$ cat src/fp_event_cfg.svh
// Purpose: constants for the float and packed-integer uop event selector
// Assumes: included by bare name from design files
// Notes: codes and mask bit positions as used by the event select and event mask fields
`ifndef FP_EVENT_CFG_SVH
`define FP_EVENT_CFG_SVH

`define EVT_SEL_W 7
`define EVT_MASK_W 16
`define UOP_CLASS_W 3
`define UOP_PORT_W 2
`define LANES_DEFAULT 4

`define EVT_SCALAR_DOUBLE 7'h0E
`define EVT_PACKED_INT64 7'h02
`define EVT_PACKED_INT128 7'h1A
`define EVT_STACK_ARITH 7'h04
`define EVT_FLOAT_MOVE 7'h2E

`define MASK_ALL_BIT 15
`define MASK_MOVE_P0_BIT 3
`define MASK_MOVE_P2_BIT 4

`define EXEC_PORT_0 2'h0
`define EXEC_PORT_2 2'h2

`endif

$ cat src/fp_event_pkg.sv
// Purpose: types shared by the uop event selector files
// Assumes: nothing beyond the cfg header widths
// Notes: class codes are assigned by the dispatch stage
package fp_event_pkg;

  typedef enum logic [2:0] {
    UOP_OTHER         = 3'h0,
    UOP_SCALAR_DOUBLE = 3'h1,
    UOP_PACKED_INT64  = 3'h2,
    UOP_PACKED_INT128 = 3'h3,
    UOP_STACK_ARITH   = 3'h4,
    UOP_STACK_MOVE    = 3'h5,
    UOP_VECTOR_MOVE   = 3'h6
  } uop_class_t;

endpackage : fp_event_pkg

$ cat src/uop_lane_match.sv
// Purpose: decide whether one dispatched uop matches the selected event
// Assumes: class and port codes come from the dispatch stage
// Notes: purely combinational, one instance per dispatch lane
`include "fp_event_cfg.svh"
`timescale 1ns/1ps
`default_nettype none

module uop_lane_match
  import fp_event_pkg::*;
(
  input wire logic lane_valid,
  input wire logic [`UOP_CLASS_W-1:0] lane_class,
  input wire logic [`UOP_PORT_W-1:0] lane_port,
  input wire logic [`EVT_SEL_W-1:0] event_select,
  input wire logic [`EVT_MASK_W-1:0] event_mask,
  output logic lane_hit
);

  wire logic mask_all = event_mask[`MASK_ALL_BIT];
  wire logic sel_sd = (event_select == `EVT_SCALAR_DOUBLE);
  wire logic sel_p64 = (event_select == `EVT_PACKED_INT64);
  wire logic sel_p128 = (event_select == `EVT_PACKED_INT128);
  wire logic sel_stack = (event_select == `EVT_STACK_ARITH);
  wire logic sel_move = (event_select == `EVT_FLOAT_MOVE);

  wire logic is_sd = (lane_class == UOP_SCALAR_DOUBLE);
  wire logic is_p64 = (lane_class == UOP_PACKED_INT64);
  wire logic is_p128 = (lane_class == UOP_PACKED_INT128);
  // stack moves form their own class so the arithmetic event never sees them
  wire logic is_stack = (lane_class == UOP_STACK_ARITH);
  wire logic is_move = (lane_class == UOP_STACK_MOVE) || (lane_class == UOP_VECTOR_MOVE);

  // move uops only count on ports 0 and 2, each under its own mask bit; other ports are ignored
  wire logic on_p0 = (lane_port == `EXEC_PORT_0);
  wire logic on_p2 = (lane_port == `EXEC_PORT_2);
  wire logic move_ok = (on_p0 && event_mask[`MASK_MOVE_P0_BIT]) || (on_p2 && event_mask[`MASK_MOVE_P2_BIT]);

  wire logic hit_sd = sel_sd && mask_all && is_sd;
  wire logic hit_p64 = sel_p64 && mask_all && is_p64;
  wire logic hit_p128 = sel_p128 && mask_all && is_p128;
  wire logic hit_stack = sel_stack && mask_all && is_stack;
  wire logic hit_move = sel_move && is_move && move_ok;

  assign lane_hit = lane_valid && (hit_sd || hit_p64 || hit_p128 || hit_stack || hit_move);

endmodule : uop_lane_match

`default_nettype wire

$ cat src/fp_simd_uop_event_selector.sv
// What this block does
// - code 0EH with mask bit 15 counts scalar double-precision uops
// - each scalar double uop counts once, not once per instruction
// - code 02H with mask bit 15 counts 64-bit packed-integer uops
// - each 64-bit packed-integer uop adds one count
// - code 1AH with mask bit 15 counts 128-bit packed-integer uops
// - each 128-bit packed-integer uop counts separately
// - code 04H with mask bit 15 counts stack floating-point arithmetic uops
// - stack event ignores pure load, store and register move uops
// - each stack arithmetic uop increments once
// - code 2EH counts float and vector load, store, move uops per mask
// - move uops are detected at dispatch to port 0 or port 2
//
// Purpose: qualify dispatched uops against the selected event, drive counter increment
// Assumes: dispatch lanes and select fields are synchronous to ref_clk
// Notes: one cycle of latency from dispatch to increment
`include "fp_event_cfg.svh"
`timescale 1ns/1ps
`default_nettype none

module fp_simd_uop_event_selector
  import fp_event_pkg::*;
#(
  parameter int LANES = `LANES_DEFAULT,
  parameter int CNT_W = $clog2(LANES + 1)
)
(
  input wire logic ref_clk,
  input wire logic srst,
  input wire logic clk_en,
  input wire logic [`EVT_SEL_W-1:0] event_select,
  input wire logic [`EVT_MASK_W-1:0] event_mask,
  input wire logic [LANES-1:0] uop_valid,
  input wire logic [`UOP_CLASS_W*LANES-1:0] uop_class,
  input wire logic [`UOP_PORT_W*LANES-1:0] uop_port,
  output logic [CNT_W-1:0] count_incr,
  output logic event_hit,
  output logic select_known,
  output logic [LANES-1:0] lane_hit
);

  // population count; the sum is what keeps same-cycle matches from merging
  function automatic logic [CNT_W-1:0] count_lanes(input logic [LANES-1:0] v);
    logic [CNT_W-1:0] n;
    n = '0;
    for (int i = 0; i < LANES; i++) begin
      n = n + {{(CNT_W-1){1'b0}}, v[i]};
    end
    return n;
  endfunction : count_lanes

  wire logic [LANES-1:0] hit_vec;
  wire logic [CNT_W-1:0] hit_sum;
  wire logic known_code;

  logic [CNT_W-1:0] count_incr_reg;
  logic [CNT_W-1:0] count_incr_next;
  logic event_hit_reg;
  logic event_hit_next;
  logic select_known_reg;
  logic select_known_next;
  logic [LANES-1:0] lane_hit_reg;
  logic [LANES-1:0] lane_hit_next;

  genvar g;
  generate
    for (g = 0; g < LANES; g++) begin : g_lane
      uop_lane_match u_match (
        .lane_valid(uop_valid[g]),
        .lane_class(uop_class[`UOP_CLASS_W*g +: `UOP_CLASS_W]),
        .lane_port(uop_port[`UOP_PORT_W*g +: `UOP_PORT_W]),
        .event_select(event_select),
        .event_mask(event_mask),
        .lane_hit(hit_vec[g])
      );
    end
  endgenerate

  // one count per matching uop, never per instruction
  assign hit_sum = count_lanes(hit_vec);

  assign known_code = (event_select == `EVT_SCALAR_DOUBLE) ||
                      (event_select == `EVT_PACKED_INT64) ||
                      (event_select == `EVT_PACKED_INT128) ||
                      (event_select == `EVT_STACK_ARITH) ||
                      (event_select == `EVT_FLOAT_MOVE);

  assign count_incr_next = clk_en ? hit_sum : count_incr_reg;
  assign event_hit_next = clk_en ? (|hit_vec) : event_hit_reg;
  assign select_known_next = clk_en ? known_code : select_known_reg;
  assign lane_hit_next = clk_en ? hit_vec : lane_hit_reg;

  always_ff @(posedge ref_clk) begin
    if (srst) begin
      count_incr_reg <= '0;
      event_hit_reg <= 1'b0;
      select_known_reg <= 1'b0;
      lane_hit_reg <= '0;
    end else begin
      count_incr_reg <= count_incr_next;
      event_hit_reg <= event_hit_next;
      select_known_reg <= select_known_next;
      lane_hit_reg <= lane_hit_next;
    end
  end

  assign count_incr = count_incr_reg;
  assign event_hit = event_hit_reg;
  assign select_known = select_known_reg;
  assign lane_hit = lane_hit_reg;

  // helper vectors built independently of the lane matchers
  wire logic [LANES-1:0] chk_sd;
  wire logic [LANES-1:0] chk_p64;
  wire logic [LANES-1:0] chk_p128;
  wire logic [LANES-1:0] chk_stack;
  wire logic [LANES-1:0] chk_move;
  wire logic [LANES-1:0] chk_move_p02;
  wire logic [LANES-1:0] chk_move_p0;
  wire logic [LANES-1:0] chk_move_p2;
  wire logic [LANES-1:0] chk_stack_move;

  generate
    for (g = 0; g < LANES; g++) begin : g_chk
      wire logic [`UOP_CLASS_W-1:0] c = uop_class[`UOP_CLASS_W*g +: `UOP_CLASS_W];
      wire logic [`UOP_PORT_W-1:0] p = uop_port[`UOP_PORT_W*g +: `UOP_PORT_W];
      wire logic mv = (c == UOP_STACK_MOVE) || (c == UOP_VECTOR_MOVE);
      assign chk_sd[g] = uop_valid[g] && (c == UOP_SCALAR_DOUBLE);
      assign chk_p64[g] = uop_valid[g] && (c == UOP_PACKED_INT64);
      assign chk_p128[g] = uop_valid[g] && (c == UOP_PACKED_INT128);
      assign chk_stack[g] = uop_valid[g] && (c == UOP_STACK_ARITH);
      assign chk_move[g] = uop_valid[g] && mv;
      assign chk_move_p0[g] = uop_valid[g] && mv && (p == `EXEC_PORT_0);
      assign chk_move_p2[g] = uop_valid[g] && mv && (p == `EXEC_PORT_2);
      assign chk_move_p02[g] = chk_move_p0[g] || chk_move_p2[g];
      assign chk_stack_move[g] = uop_valid[g] && (c == UOP_STACK_MOVE);
    end
  endgenerate

  wire logic [CNT_W-1:0] n_sd = count_lanes(chk_sd);
  wire logic [CNT_W-1:0] n_p64 = count_lanes(chk_p64);
  wire logic [CNT_W-1:0] n_p128 = count_lanes(chk_p128);
  wire logic [CNT_W-1:0] n_stack = count_lanes(chk_stack);
  wire logic [CNT_W-1:0] n_move02 = count_lanes(chk_move_p02);
  wire logic [CNT_W-1:0] n_move_p0 = count_lanes(chk_move_p0);
  wire logic mask_all = event_mask[`MASK_ALL_BIT];
  wire logic mask_p0 = event_mask[`MASK_MOVE_P0_BIT];
  wire logic mask_p2 = event_mask[`MASK_MOVE_P2_BIT];
  wire logic [CNT_W-1:0] n_move_p2 = count_lanes(chk_move_p2);
  wire logic sel_in_set = event_select inside {`EVT_SCALAR_DOUBLE, `EVT_PACKED_INT64, `EVT_PACKED_INT128, `EVT_STACK_ARITH, `EVT_FLOAT_MOVE};
endmodule : fp_simd_uop_event_selector

`default_nettype wire

$ cat config.mk
export PLATFORM = sky130hd
export DESIGN_NAME = fp_simd_uop_event_selector
export DESIGN_NICKNAME = d
export VERILOG_FILES = /design/src/fp_event_pkg.sv /design/src/uop_lane_match.sv /design/src/fp_simd_uop_event_selector.sv
export VERILOG_INCLUDE_DIRS = /design/src
export SDC_FILE = /design/constraint.sdc
export NUM_CORES = 1
export LEC_CHECK = 0
export BUFFER_PORTS_ARGS = -buffer_cell sky130_fd_sc_hd__buf_2
export CELL_PAD_IN_SITES_DETAIL_PLACEMENT = 0
export CELL_PAD_IN_SITES_GLOBAL_PLACEMENT = 1
export CORE_MARGIN = 4
export CORE_UTILIZATION = 30
export CTS_BUF_LIST = sky130_fd_sc_hd__clkbuf_4
export CTS_CLUSTER_DIAMETER = 50
export DETAILED_ROUTE_END_ITERATION = 6
export GPL_TIMING_DRIVEN = 0
export PLACE_DENSITY = 0.88
export SLEW_MARGIN = 20
export SYNTH_ARGS = -nofsm -noshare
export SYNTH_HDL_FRONTEND = slang
export SYNTH_SLANG_ARGS = --single-unit
$ cat constraint.sdc
create_clock -name ref_clk -period 3.4 [get_ports ref_clk]
set_input_delay 0.85 -clock ref_clk [delete_from_list [all_inputs] [get_ports ref_clk]]
set_output_delay 0.85 -clock ref_clk [all_outputs]
set_load 0.005 [all_outputs]
# Word-level counts from Yosys, hierarchy flattened
# Index checks and enable logic that the tools add are counted.
# totals
regBits	9
latch_bits	0
mem_bits_rw	0
mem_bits_ro	0
out_inout_bits	9
n_memories	0
# classes
addsub	3
n_mul	0
div_mod_pow	0
order_cmp	0
n_eq_ne	33
shift	0
n_mux	0
bitwise_logic	0
n_reduce_logical	73
# op_table
cell	count
$logic_and 1x1->1	40
$eq 3x3->1 const B	12
$logic_or 1x1->1	28
$eq 3x2->1 const B	8
$eq 3x1->1 const B	4
$eq 2x2->1 const B	4
$logic_not 2->1	4
$eq 7x2->1 const B	1
$eq 7x3->1 const B	1
$eq 7x4->1 const B	1
$eq 7x5->1 const B	1
$eq 7x6->1 const B	1
$reduce_or 4->1	1
$add 2x1->3	1
$add 3x1->3	1
$add 1x1->2	1

# Logic depth before layout (Yosys ltp)
# Gate-level depths: netlist of the first run.
# depth
ltp_word	11
depth_mapped	11
ltp_nobuf	10

# Modules after synthesis
# Synthesis of the first run repeated with hierarchy kept, for this count alone.
# unflattened
cells_unflattened	136
area_unflattened_um2	1047.3
# modules_own_cells
mod	instances	cells_per_inst	area_per_inst_um2
uop_lane_match	4	22	143.9
fp_simd_uop_event_selector	1	48	471.7

# Least setup slack after synthesis of the first run
# Ideal clock, no wire load.
# synth_timing
path_kind	input port to flip-flop
from	input event_select[0]
to	register count_incr_reg[1] (netlist: count_incr[1])
setup_ns	0.128
t_arrival_ns	2.943
required_ns	3.272
slack_ns	0.328
stages	11
path_cell_list	and3b_1 clkbuf_1 nand3_1 o41ai_1 a21oi_1 nor2b_1 fa_1 ha_1 ha_1 mux2i_1 nor2_1
# synth_via
elab_chain_cells	11
elab_cells_between_ends	56
classes_between	3 x add/sub; 5 x eq/ne; 48 x reduce/logical
# synth_rtl
item	line	source
start: declaration	fp_simd_uop_event_selector.sv:31	input wire logic [`EVT_SEL_W-1:0] event_select,
$eq 7x4->1 or $eq 7x2->1 (tied branches)	-	
$logic_and 1x1->1 (on tied branches) (2 in a row)	uop_lane_match.sv:38, uop_lane_match.sv:39	
$logic_or 1x1->1 (3 in a row)	uop_lane_match.sv:44	assign lane_hit = lane_valid && (hit_sd || hit_p64 || hit_p128 || hit_stack || hit_move);
$logic_or 1x1->1 *	uop_lane_match.sv:44	
$logic_and 1x1->1 *	uop_lane_match.sv:44	
net g_lane[0].u_match.lane_hit	uop_lane_match.sv:16	output logic lane_hit
$add 1x1->2 *	fp_simd_uop_event_selector.sv:47	n = n + {{(CNT_W-1){1'b0}}, v[i]};
$add 2x1->3 *	fp_simd_uop_event_selector.sv:47	
$add 3x1->3 *	fp_simd_uop_event_selector.sv:47	
net hit_sum[1]	fp_simd_uop_event_selector.sv:53	wire logic [CNT_W-1:0] hit_sum;
end signal: assignment	fp_simd_uop_event_selector.sv:100	count_incr_reg <= count_incr_next;
end: declaration	fp_simd_uop_event_selector.sv:56	logic [CNT_W-1:0] count_incr_reg;
# The timed path passes the listed nets; every way through them passes the cells marked *.
# A chain may end at the register's enable or synchronous reset.

# Final worst setup path of the first run
# Same ends and word-level chain as after synthesis.

==> impl_metrics.env, run 1 <==
export IMPL_status="finished clean"
export IMPL_path_common_cell="ha_1"
export IMPL_port_buffers=45
export IMPL_worstPathArrival_ps=3290
export IMPL_p_sw_frac=0.294
export IMPL_syn_nets=186
export IMPL_endpoint="count_incr[1]$_SDFFE_PP0P_"
export IMPL_end_kind="flip-flop"
export IMPL_route_vias_total=1155
export IMPL_synthFlopType="dfxtp_1"
export IMPL_p_total_w=0.000284
export IMPL_cts_hold_buf=0
export IMPL_hold_viol=0
export IMPL_startpoint_type="input port"
export IMPL_min_period_ps=3160
export IMPL_cts_resized=0
export IMPL_dp_cells=223
export IMPL_rr_startpoint="lane_hit[1]$_SDFFE_PP0P_"
export IMPL_areaGrowthSynthToFinish_pct=30.2
export IMPL_wl_met1_um=1310
export IMPL_avgViaCountPerCell=5.11
export IMPL_total_leakage_power_nw=0.605
export IMPL_ys_seq_elements=9
export IMPL_met3_length_um=194
export IMPL_cts_tree="built"
export IMPL_grt_usage=0.126
export IMPL_r2r_end="lane_hit[1]$_SDFFE_PP0P_"
export IMPL_synth_area_per_cell_um2=8.10
export IMPL_async_flop_share=0
export IMPL_drt_initial_drc_count=81
export IMPL_crit_buf_inv=1
export IMPL_clkSinkCount=9
export IMPL_insertion_delay_ps=250
export IMPL_grt_max_degree=11
export IMPL_crit_slowest_cell="o41ai_1"
export IMPL_fin_setup_tns_ps=0
export IMPL_maxCapViolCount=0
export IMPL_internal_power_w=0.000200
export IMPL_timing_fmax_mhz=317
export IMPL_maxUsedRoutingLayer="met4"
export IMPL_dr_pass1_iters=4
export IMPL_fin_cells=226
export IMPL_dpl_hpwl_um=2400
export IMPL_r2r_cells=2
export IMPL_core_mm2=0.00339
export IMPL_r2r_slack_ps=2500
export IMPL_rows=21
export IMPL_power_switching_w=0.0000836
export IMPL_hold_class="reg -> reg"
export IMPL_grt_pass1_wl_um=4510
export IMPL_fillers=371
export IMPL_ir_worst_vdd_uv=107
export IMPL_grt_setup_unrepaired="no"
export IMPL_yosysWarningCount=0
export IMPL_finalSetupViolCount=0
export IMPL_cts_buffers=3
export IMPL_finalNetCount=235
export IMPL_synthesis_area_mm2=0.00107
export IMPL_slew_limit_headroom=0.653
export IMPL_clock_power_share=0.312
export IMPL_cp_max_fo=7
export IMPL_crit_type="in -> reg"
export IMPL_tightestPinTransition_ps=521
export IMPL_wl_per_cell_um=12.6
export IMPL_ant_nets=0
export IMPL_path_delay_family="adder cells"
export IMPL_die_y_um=67.7
export IMPL_powerDensity_mw_per_mm2=204
export IMPL_path_depth=11
export IMPL_combPwrFrac=0.307
export IMPL_grt_remaining_overflow=0
export IMPL_htreeDepth=1
export IMPL_start_util=0.316
export IMPL_cts_root_buf="clkbuf_4"
export IMPL_sequentialPowerShare=0.381
export IMPL_synth_edf_count=0
export IMPL_largest_reg_flops=4
export IMPL_die_x_um=67.7
export IMPL_num_io_pins=59
export IMPL_cp_cell_sequence="buf_2 -> and3b_1 -> nand3_1 -> o41ai_1 -> a21oi_1 -> nor2b_1 -> fa_1 -> ha_1 -> ha_1 -> mux2i_1 -> nor2_1"
export IMPL_final_max_slew_viol_count=0
export IMPL_cts_buffer_depth=2
export IMPL_grt_pass1_vias=1035
export IMPL_routed_wl_um=2850
export IMPL_path_clk_slew_ps=50
export IMPL_timing_final_crit_share=0.928
export IMPL_syn_inst=132
export IMPL_drive_above_1_share=0.322
export IMPL_drc=0
export IMPL_synth_seq_area_share=0.168
export IMPL_dr_wl_met2_um=1320
export IMPL_holdWs_ps=475
export IMPL_finClkSkew_ps=0
export IMPL_worstPathRequired_ps=3530
export IMPL_antenna_found_initial=0
export IMPL_num_antenna_cells=0
export IMPL_place_congestion=0.806
export IMPL_crit_start="event_select[0]"
export IMPL_crit_path_max_incr_delay_ps=430
export IMPL_synth_cell_types=46
export IMPL_die_area_mm2=0.00459
export IMPL_postCtsSetupBuffers=0
[how the worst min path moves through the flow]
stage                               from                        end  slack, ps  cells past startpoint
6_report       select_known$_SDFFE_PP0P_  select_known$_SDFFE_PP0P_        480                      2
5_1_grt         lane_hit[3]$_SDFFE_PP0P_   lane_hit[3]$_SDFFE_PP0P_        500                      2
4_1_cts         lane_hit[3]$_SDFFE_PP0P_   lane_hit[3]$_SDFFE_PP0P_        480                      2
3_5_place_dp    lane_hit[3]$_SDFFE_PP0P_   lane_hit[3]$_SDFFE_PP0P_        470                      2
3_3_place_gp   select_known$_SDFFE_PP0P_  select_known$_SDFFE_PP0P_        460                      2
2_1_floorplan  select_known$_SDFFE_PP0P_  select_known$_SDFFE_PP0P_        460                      2
[cell families after synthesis]
group | count (synthesis) | synth area share
adder cells (fa/ha/maj) | 4 | 0.0538
XOR/XNOR | 3 | 0.0246
AO/OA/AOI/OAI | 26 | 0.213
buffers and inverters | 7 | 0.0246
flip-flops | 9 | 0.168
AND/OR/NAND/NOR | 74 | 0.432
multiplexers | 9 | 0.0842
[per-layer routing]
metal,vias to the layer above,track usage
met5,-,0
met4,0,0.0152
met3,4,0.0283
met2,33,0.208
met1,515,0.171
li1,603,-
[stage by stage]
stage,util,setup WS (ps),area [um2]
3_3_place_gp,0.399,-122,1350
4_1_cts,0.408,141,1380
3_5_place_dp,0.399,-138,1350
6_report,0.411,245,1390
5_1_grt,0.411,66.5,1390
2_1_floorplan,-,328,1070
[layout by cell type, fill, tap and decap left out, drive strengths merged, types with 7 or more instances in the layout]
cell,n
buf,46
nor2,10
mux2i,9
dfxtp,9
nand2b,8
nor2b,8
nand2,7
nor3,7
[cell usage after synthesis (2+ instances only)]
library cell / n / area share
nand2_1: 7 / 0.025
mux2i_1: 9 / 0.084
nor2_1: 10 / 0.035
o41ai_1: 3 / 0.025
and3_1: 4 / 0.023
ha_1: 3 / 0.035
a211oi_1: 3 / 0.021
nor3_1: 7 / 0.033
or3_1: 2 / 0.012
and3b_1: 2 / 0.016
dfxtp_1: 9 / 0.17
xnor2_1: 3 / 0.025
nand3b_1: 4 / 0.028
and2b_1: 2 / 0.014
inv_1: 4 / 0.014
clkbuf_1: 2 / 0.0070
nand4bb_1: 2 / 0.021
nor3b_1: 3 / 0.021
nand3_1: 2 / 0.0094
a21oi_1: 5 / 0.023
nand4_1: 5 / 0.029
nand2b_1: 8 / 0.047
o21ai_0: 3 / 0.014
nor2b_1: 8 / 0.047
[power by group through the flow]
stage                logic, W  registers [W]  clock network, W
global route        0.0000971       0.000108          0.000101
detailed placement  0.0000857       0.000110                 0
CTS                 0.0000862       0.000108         0.0000931
global placement    0.0000850       0.000110                 0
finish              0.0000873       0.000108         0.0000887
floorplan           0.0000413       0.000110                 0
[final cells by class]
type,count,area (um2),area share
Inverter,4,15.0,0.0108
Tap cell,46,57.6,0.0413
Multi-Input combinational cell,116,877,0.630
Sequential cell,9,180,0.129
Timing Repair Buffer,45,225,0.162
Buffer,2,7.51,0.00539
Clock buffer,4,30.0,0.0216
[tightest hold or removal path: stages, from the launching register on]
cell	delay, ps
dfxtp_1	310
nand2b_1	70
a21oi_1	50
Power figures use the tool's default switching activity.
==> run 2: changes to the inputs <==
--- a/config.mk
+++ b/config.mk
@@ -16,6 +16,7 @@
 export DETAILED_ROUTE_END_ITERATION = 6
 export GPL_TIMING_DRIVEN = 0
 export PLACE_DENSITY = 0.88
+export SETUP_SLACK_MARGIN = 0.3
 export SLEW_MARGIN = 20
 export SYNTH_ARGS = -nofsm -noshare
 export SYNTH_HDL_FRONTEND = slang
==> impl_metrics.env, run 2 (synthesized netlist as in run 1, its figures left out) <==
export IMPL_grt_remaining_overflow=0
export IMPL_hold_class="reg -> reg"
export IMPL_largest_reg_flops=4
export IMPL_multiInputGateArea_um2=916
export IMPL_cts_tree="built"
export IMPL_powerDensity_mw_per_mm2=199
export IMPL_path_common_cell="ha_1"
export IMPL_wl_per_cell_um=12.9
export IMPL_cts_buffer_depth=2
export IMPL_endpoint="count_incr[1]$_SDFFE_PP0P_"
export IMPL_start_util=0.316
export IMPL_drive_above_1_share=0.361
export IMPL_die_y_um=67.7
export IMPL_areaGrowthSynthToFinish_pct=36.6
export IMPL_rr_startpoint="lane_hit[1]$_SDFFE_PP0P_"
export IMPL_hold_viol=0
export IMPL_worstPathArrival_ps=3140
export IMPL_crit_type="in -> reg"
export IMPL_postPlaceCellArea_mm2=0.00135
export IMPL_end_kind="flip-flop"
export IMPL_worstPathRequired_ps=3530
export IMPL_dr_pass1_iters=4
export IMPL_r2r_cells=2
export IMPL_finalSetupViolCount=0
export IMPL_ant_nets=0
export IMPL_ir_worst_vdd_uv=108
export IMPL_crit_path_max_incr_delay_ps=440
export IMPL_r2r_slack_ps=2500
export IMPL_timing_fmax_mhz=332
export IMPL_post_route_cell_area_mm2=0.00146
export IMPL_maxCapViolCount=0
export IMPL_final_max_slew_viol_count=0
export IMPL_crit_start="event_select[0]"
export IMPL_dp_cells=223
export IMPL_tightestPinTransition_ps=526
export IMPL_finalNetCount=238
export IMPL_startpoint_type="input port"
export IMPL_drc=0
export IMPL_num_io_pins=59
export IMPL_final_cell_mix="buf_2, nor2_1, mux2i_1, dfxtp_1, nand2b_1"
export IMPL_grt_pass1_wl_um=4580
export IMPL_total_leakage_power_nw=0.642
export IMPL_route_vias_total=1177
export IMPL_cp_cell_sequence="buf_2 -> and3b_1 -> buf_6 -> nand3_2 -> o41ai_2 -> a21oi_1 -> nor2b_1 -> fa_1 -> ha_1 -> ha_1 -> mux2i_1 -> nor2_1"
export IMPL_path_clk_slew_ps=60
export IMPL_cts_buffers=3
export IMPL_grt_setup_unrepaired="no"
export IMPL_dpl_hpwl_um=2400
export IMPL_crit_slowest_cell="fa_1"
export IMPL_grt_usage=0.128
export IMPL_antenna_found_initial=0
export IMPL_min_period_ps=3010
export IMPL_grt_pass1_vias=1067
export IMPL_cts_hold_buf=0
export IMPL_timing_final_crit_share=0.885
export IMPL_cp_max_fo=7
export IMPL_finClkSkew_ps=0
export IMPL_clkSinkCount=9
export IMPL_cts_root_buf="clkbuf_4"
export IMPL_fillers=364
export IMPL_final_common_cell="buf_2"
export IMPL_fin_cells=229
export IMPL_routed_wl_um=2960
export IMPL_drt_initial_drc_count=58
export IMPL_slew_limit_headroom=0.649
export IMPL_core_mm2=0.00339
export IMPL_area_sequential_um2=180
export IMPL_fin_setup_tns_ps=0
export IMPL_status="finished clean"
export IMPL_htreeDepth=1
export IMPL_rows=21
export IMPL_r2r_end="lane_hit[1]$_SDFFE_PP0P_"
export IMPL_avgViaCountPerCell=5.14
export IMPL_insertion_delay_ps=260
export IMPL_place_congestion=0.806
export IMPL_port_buffers=45
export IMPL_grt_max_degree=11
export IMPL_die_area_mm2=0.00459
export IMPL_die_x_um=67.7
export IMPL_num_antenna_cells=0
-- run 2: cell types whose count changed in the layout (fill, tap and decap cells not counted), sizes merged --
cell  change
buf       +3
-- run 2: timing repair --
item | in CTS | in global routing
pin swaps | 0 | 4
setup buffers | 0 | 2
endpoints found under the setup margin | 2 | 2
resized for setup | 5 | 12
-- run 2: layer usage --
metal | up-vias | global-route usage | part of all wire
met1 | 529 | 0.174 | 0.45
li1 | 605 | - | -
met4 | 0 | 0.0278 | 0.017
met3 | 6 | 0.0283 | 0.071
met2 | 37 | 0.204 | 0.46
met5 | - | 0 | 0
-- run 2: final cells by class --
type,count,share of cell area
repair buffers,47,0.167
inverters,4,0.0103
plain buffers,3,0.0128
clock buffers,4,0.0205
well taps,46,0.0394
flip-flops and latches,9,0.123
multi-input cells,116,0.627
-- run 2: worst min path at each step --
stage | start | endpoint | cells past startpoint
2_1_floorplan | select_known$_SDFFE_PP0P_ | select_known$_SDFFE_PP0P_ | 2
3_3_place_gp | select_known$_SDFFE_PP0P_ | select_known$_SDFFE_PP0P_ | 2
3_5_place_dp | lane_hit[3]$_SDFFE_PP0P_ | lane_hit[3]$_SDFFE_PP0P_ | 2
4_1_cts | lane_hit[3]$_SDFFE_PP0P_ | lane_hit[3]$_SDFFE_PP0P_ | 2
5_1_grt | lane_hit[3]$_SDFFE_PP0P_ | lane_hit[3]$_SDFFE_PP0P_ | 2
6_report | select_known$_SDFFE_PP0P_ | select_known$_SDFFE_PP0P_ | 2
-- run 2: through the flow --
step	setup WS (ps)	hold WS [ps]	util	power (W)
2_1_floorplan	328	462	-	0.000152
3_3_place_gp	-122	458	0.399	0.000195
3_5_place_dp	-138	469	0.399	0.000196
4_1_cts	317	480	0.415	0.000290
5_1_grt	286	502	0.431	0.000312
6_report	392	475	0.431	0.000291
-- run 2: worst max-delay path, delay by kind of cell --
family / cells / cell delay [ps]
adder cells (fa/ha/maj): 3 / 900
AND/OR/NAND/NOR: 4 / 500
AO/OA/AOI/OAI: 2 / 500
buffers and inverters: 2 / 260
multiplexers: 1 / 130
-- run 2: power by group --
group           total, W  switching [W]  internal, W
logic          0.0000933      0.0000505    0.0000428
clock network  0.0000895      0.0000364    0.0000531
registers       0.000108    0.000000879     0.000107
total           0.000291      0.0000878     0.000203
==> run 3: changes to the inputs <==
--- a/config.mk
+++ b/config.mk
@@ -17,6 +17,7 @@
 export GPL_TIMING_DRIVEN = 0
 export PLACE_DENSITY = 0.88
 export SETUP_SLACK_MARGIN = 0.3
+export SKIP_LAST_GASP = 1
 export SLEW_MARGIN = 20
 export SYNTH_ARGS = -nofsm -noshare
 export SYNTH_HDL_FRONTEND = slang
==> constraint.sdc (replaced) <==
create_clock -name ref_clk -period 3.4 [get_ports ref_clk]
set_input_delay 0.68 -clock ref_clk [delete_from_list [all_inputs] [get_ports ref_clk]]
set_output_delay 0.68 -clock ref_clk [all_outputs]
set_load 0.005 [all_outputs]
==> impl_metrics.env, run 3 (synthesized netlist as in run 1, its figures left out) <==
export IMPL_die_y_um=67.7
export IMPL_start_util=0.316
export IMPL_timing_final_crit_share=0.857
export IMPL_r2r_slack_ps=2500
export IMPL_worstPathArrival_ps=3040
export IMPL_p_sw_frac=0.296
export IMPL_grt_pass1_vias=1035
export IMPL_dpl_hpwl_um=2400
export IMPL_cts_buffers=3
export IMPL_hold_viol=0
export IMPL_cp_max_fo=6
export IMPL_final_common_cell="buf_2"
export IMPL_die_area_mm2=0.00459
export IMPL_clock_power_share=0.311
export IMPL_ant_nets=0
export IMPL_cts_root_buf="clkbuf_4"
export IMPL_port_buffers=45
export IMPL_clkSinkCount=9
export IMPL_htreeDepth=1
export IMPL_rr_startpoint="lane_hit[1]$_SDFFE_PP0P_"
export IMPL_cts_buffer_depth=2
export IMPL_grt_max_degree=11
export IMPL_tightestPinTransition_ps=522
export IMPL_maxCapViolCount=0
export IMPL_route_vias_total=1161
export IMPL_finalNetCount=237
export IMPL_total_leakage_power_nw=0.621
export IMPL_largest_reg_flops=4
export IMPL_timing_fmax_mhz=343
export IMPL_hold_class="reg -> reg"
export IMPL_slew_limit_headroom=0.652
export IMPL_finClkSkew_ps=0
export IMPL_wl_per_cell_um=12.6
export IMPL_drive_above_1_share=0.335
export IMPL_post_route_cell_area_mm2=0.00141
export IMPL_finalSetupViolCount=0
export IMPL_utilization=0.417
export IMPL_cts_hold_buf=0
export IMPL_p_total_w=0.000286
export IMPL_postPlaceCellArea_mm2=0.00135
export IMPL_insertion_delay_ps=250
export IMPL_routed_wl_um=2880
export IMPL_avgViaCountPerCell=5.09
export IMPL_startpoint_type="input port"
export IMPL_grt_remaining_overflow=0
export IMPL_antenna_found_initial=0
export IMPL_status="finished clean"
export IMPL_power_switching_w=0.0000846
export IMPL_internal_power_w=0.000201
export IMPL_die_x_um=67.7
export IMPL_holdPathStages=2
export IMPL_path_clk_slew_ps=50
export IMPL_fillers=371
export IMPL_grt_setup_unrepaired="no"
export IMPL_num_antenna_cells=0
export IMPL_min_to="select_known$_SDFFE_PP0P_"
export IMPL_final_cell_mix="buf_2, nor2_1, mux2i_1, dfxtp_1, nand2b_1"
export IMPL_r2r_end="lane_hit[1]$_SDFFE_PP0P_"
export IMPL_worstPathRequired_ps=3530
export IMPL_cts_tree="built"
export IMPL_ir_worst_vdd_uv=107
export IMPL_rows=21
export IMPL_min_period_ps=2910
export IMPL_areaGrowthSynthToFinish_pct=32.0
export IMPL_grt_usage=0.126
export IMPL_fin_setup_tns_ps=0
export IMPL_sequentialPowerShare=0.378
export IMPL_powerDensity_mw_per_mm2=202
export IMPL_dr_pass1_iters=4
export IMPL_hold_path_startpoint="select_known$_SDFFE_PP0P_"
export IMPL_grt_pass1_wl_um=4510
export IMPL_r2r_cells=2
export IMPL_final_max_slew_viol_count=0
export IMPL_place_congestion=0.806
export IMPL_drt_initial_drc_count=76
export IMPL_crit_type="in -> reg"
export IMPL_num_io_pins=59
export IMPL_drc=0
export IMPL_combPwrFrac=0.311
export IMPL_end_kind="flip-flop"
export IMPL_core_mm2=0.00339
[run 3: worst max-delay path by stage]
stage / from / cells after the start / end / slack [ps]
2_1_floorplan: event_select[0] / 11 / count_incr[1]$_SDFFE_PP0P_ / 500
3_3_place_gp: event_select[0] / 12 / count_incr[1]$_SDFFE_PP0P_ / 50
3_5_place_dp: event_select[0] / 12 / count_incr[1]$_SDFFE_PP0P_ / 30
4_1_cts: event_select[0] / 12 / count_incr[1]$_SDFFE_PP0P_ / 310
5_1_grt: event_select[3] / 11 / count_incr[1]$_SDFFE_PP0P_ / 310
6_report: event_select[5] / 10 / count_incr[1]$_SDFFE_PP0P_ / 490
[run 3: layout make-up]
| cell class | instances | area [um2] | area share |
|---|---|---|---|
| clock buffers | 4 | 30.0 | 0.0213 |
| plain buffers | 3 | 12.5 | 0.00886 |
| flip-flops and latches | 9 | 180 | 0.128 |
| well taps | 46 | 57.6 | 0.0407 |
| inverters | 4 | 15.0 | 0.0106 |
| repair buffers | 46 | 233 | 0.165 |
| multi-input cells | 116 | 885 | 0.626 |
[run 3: worst max-delay path, stage by stage]
cell,delay (ps)
buf_2,140
or3b_4,460
nor3_1,330
and3_1,210
o31a_1,160
fa_1,420
ha_1,190
ha_1,270
mux2i_1,130
nor2_1,50
[run 3: routing by layer]
metal	GRT usage	share of wire	vias to the layer above
li1	-	-	605
met1	0.171	0.47	521
met2	0.208	0.45	31
met3	0.0283	0.065	4
met4	0.0152	0.0087	0
met5	0	0	-
[run 3: through the flow]
| step | worst slack (ps) | std cells | hold slack (ps) |
|---|---|---|---|
| 6_report | 488 | 228 | 475 |
| 5_1_grt | 312 | 228 | 502 |
| 4_1_cts | 311 | 227 | 480 |
| 3_5_place_dp | 32.0 | 223 | 469 |
| 3_3_place_gp | 47.8 | 223 | 458 |
| 2_1_floorplan | 498 | 132 | 462 |
[run 3: repair_timing]
| action | 4_1_cts | 5_1_grt |
|---|---|---|
| setup endpoints to repair | 0 | 2 |
| resized for setup | 0 | 6 |
| setup buffers | 0 | 1 |
[run 3: power groups by stage]
stage	Sequential, W	Clock (W)	Combinational (W)
floorplan	0.000110	0	0.0000413
global placement	0.000110	0	0.0000850
detailed placement	0.000110	0	0.0000857
CTS	0.000108	0.0000931	0.0000862
global route	0.000108	0.000101	0.0000989
finish	0.000108	0.0000888	0.0000890
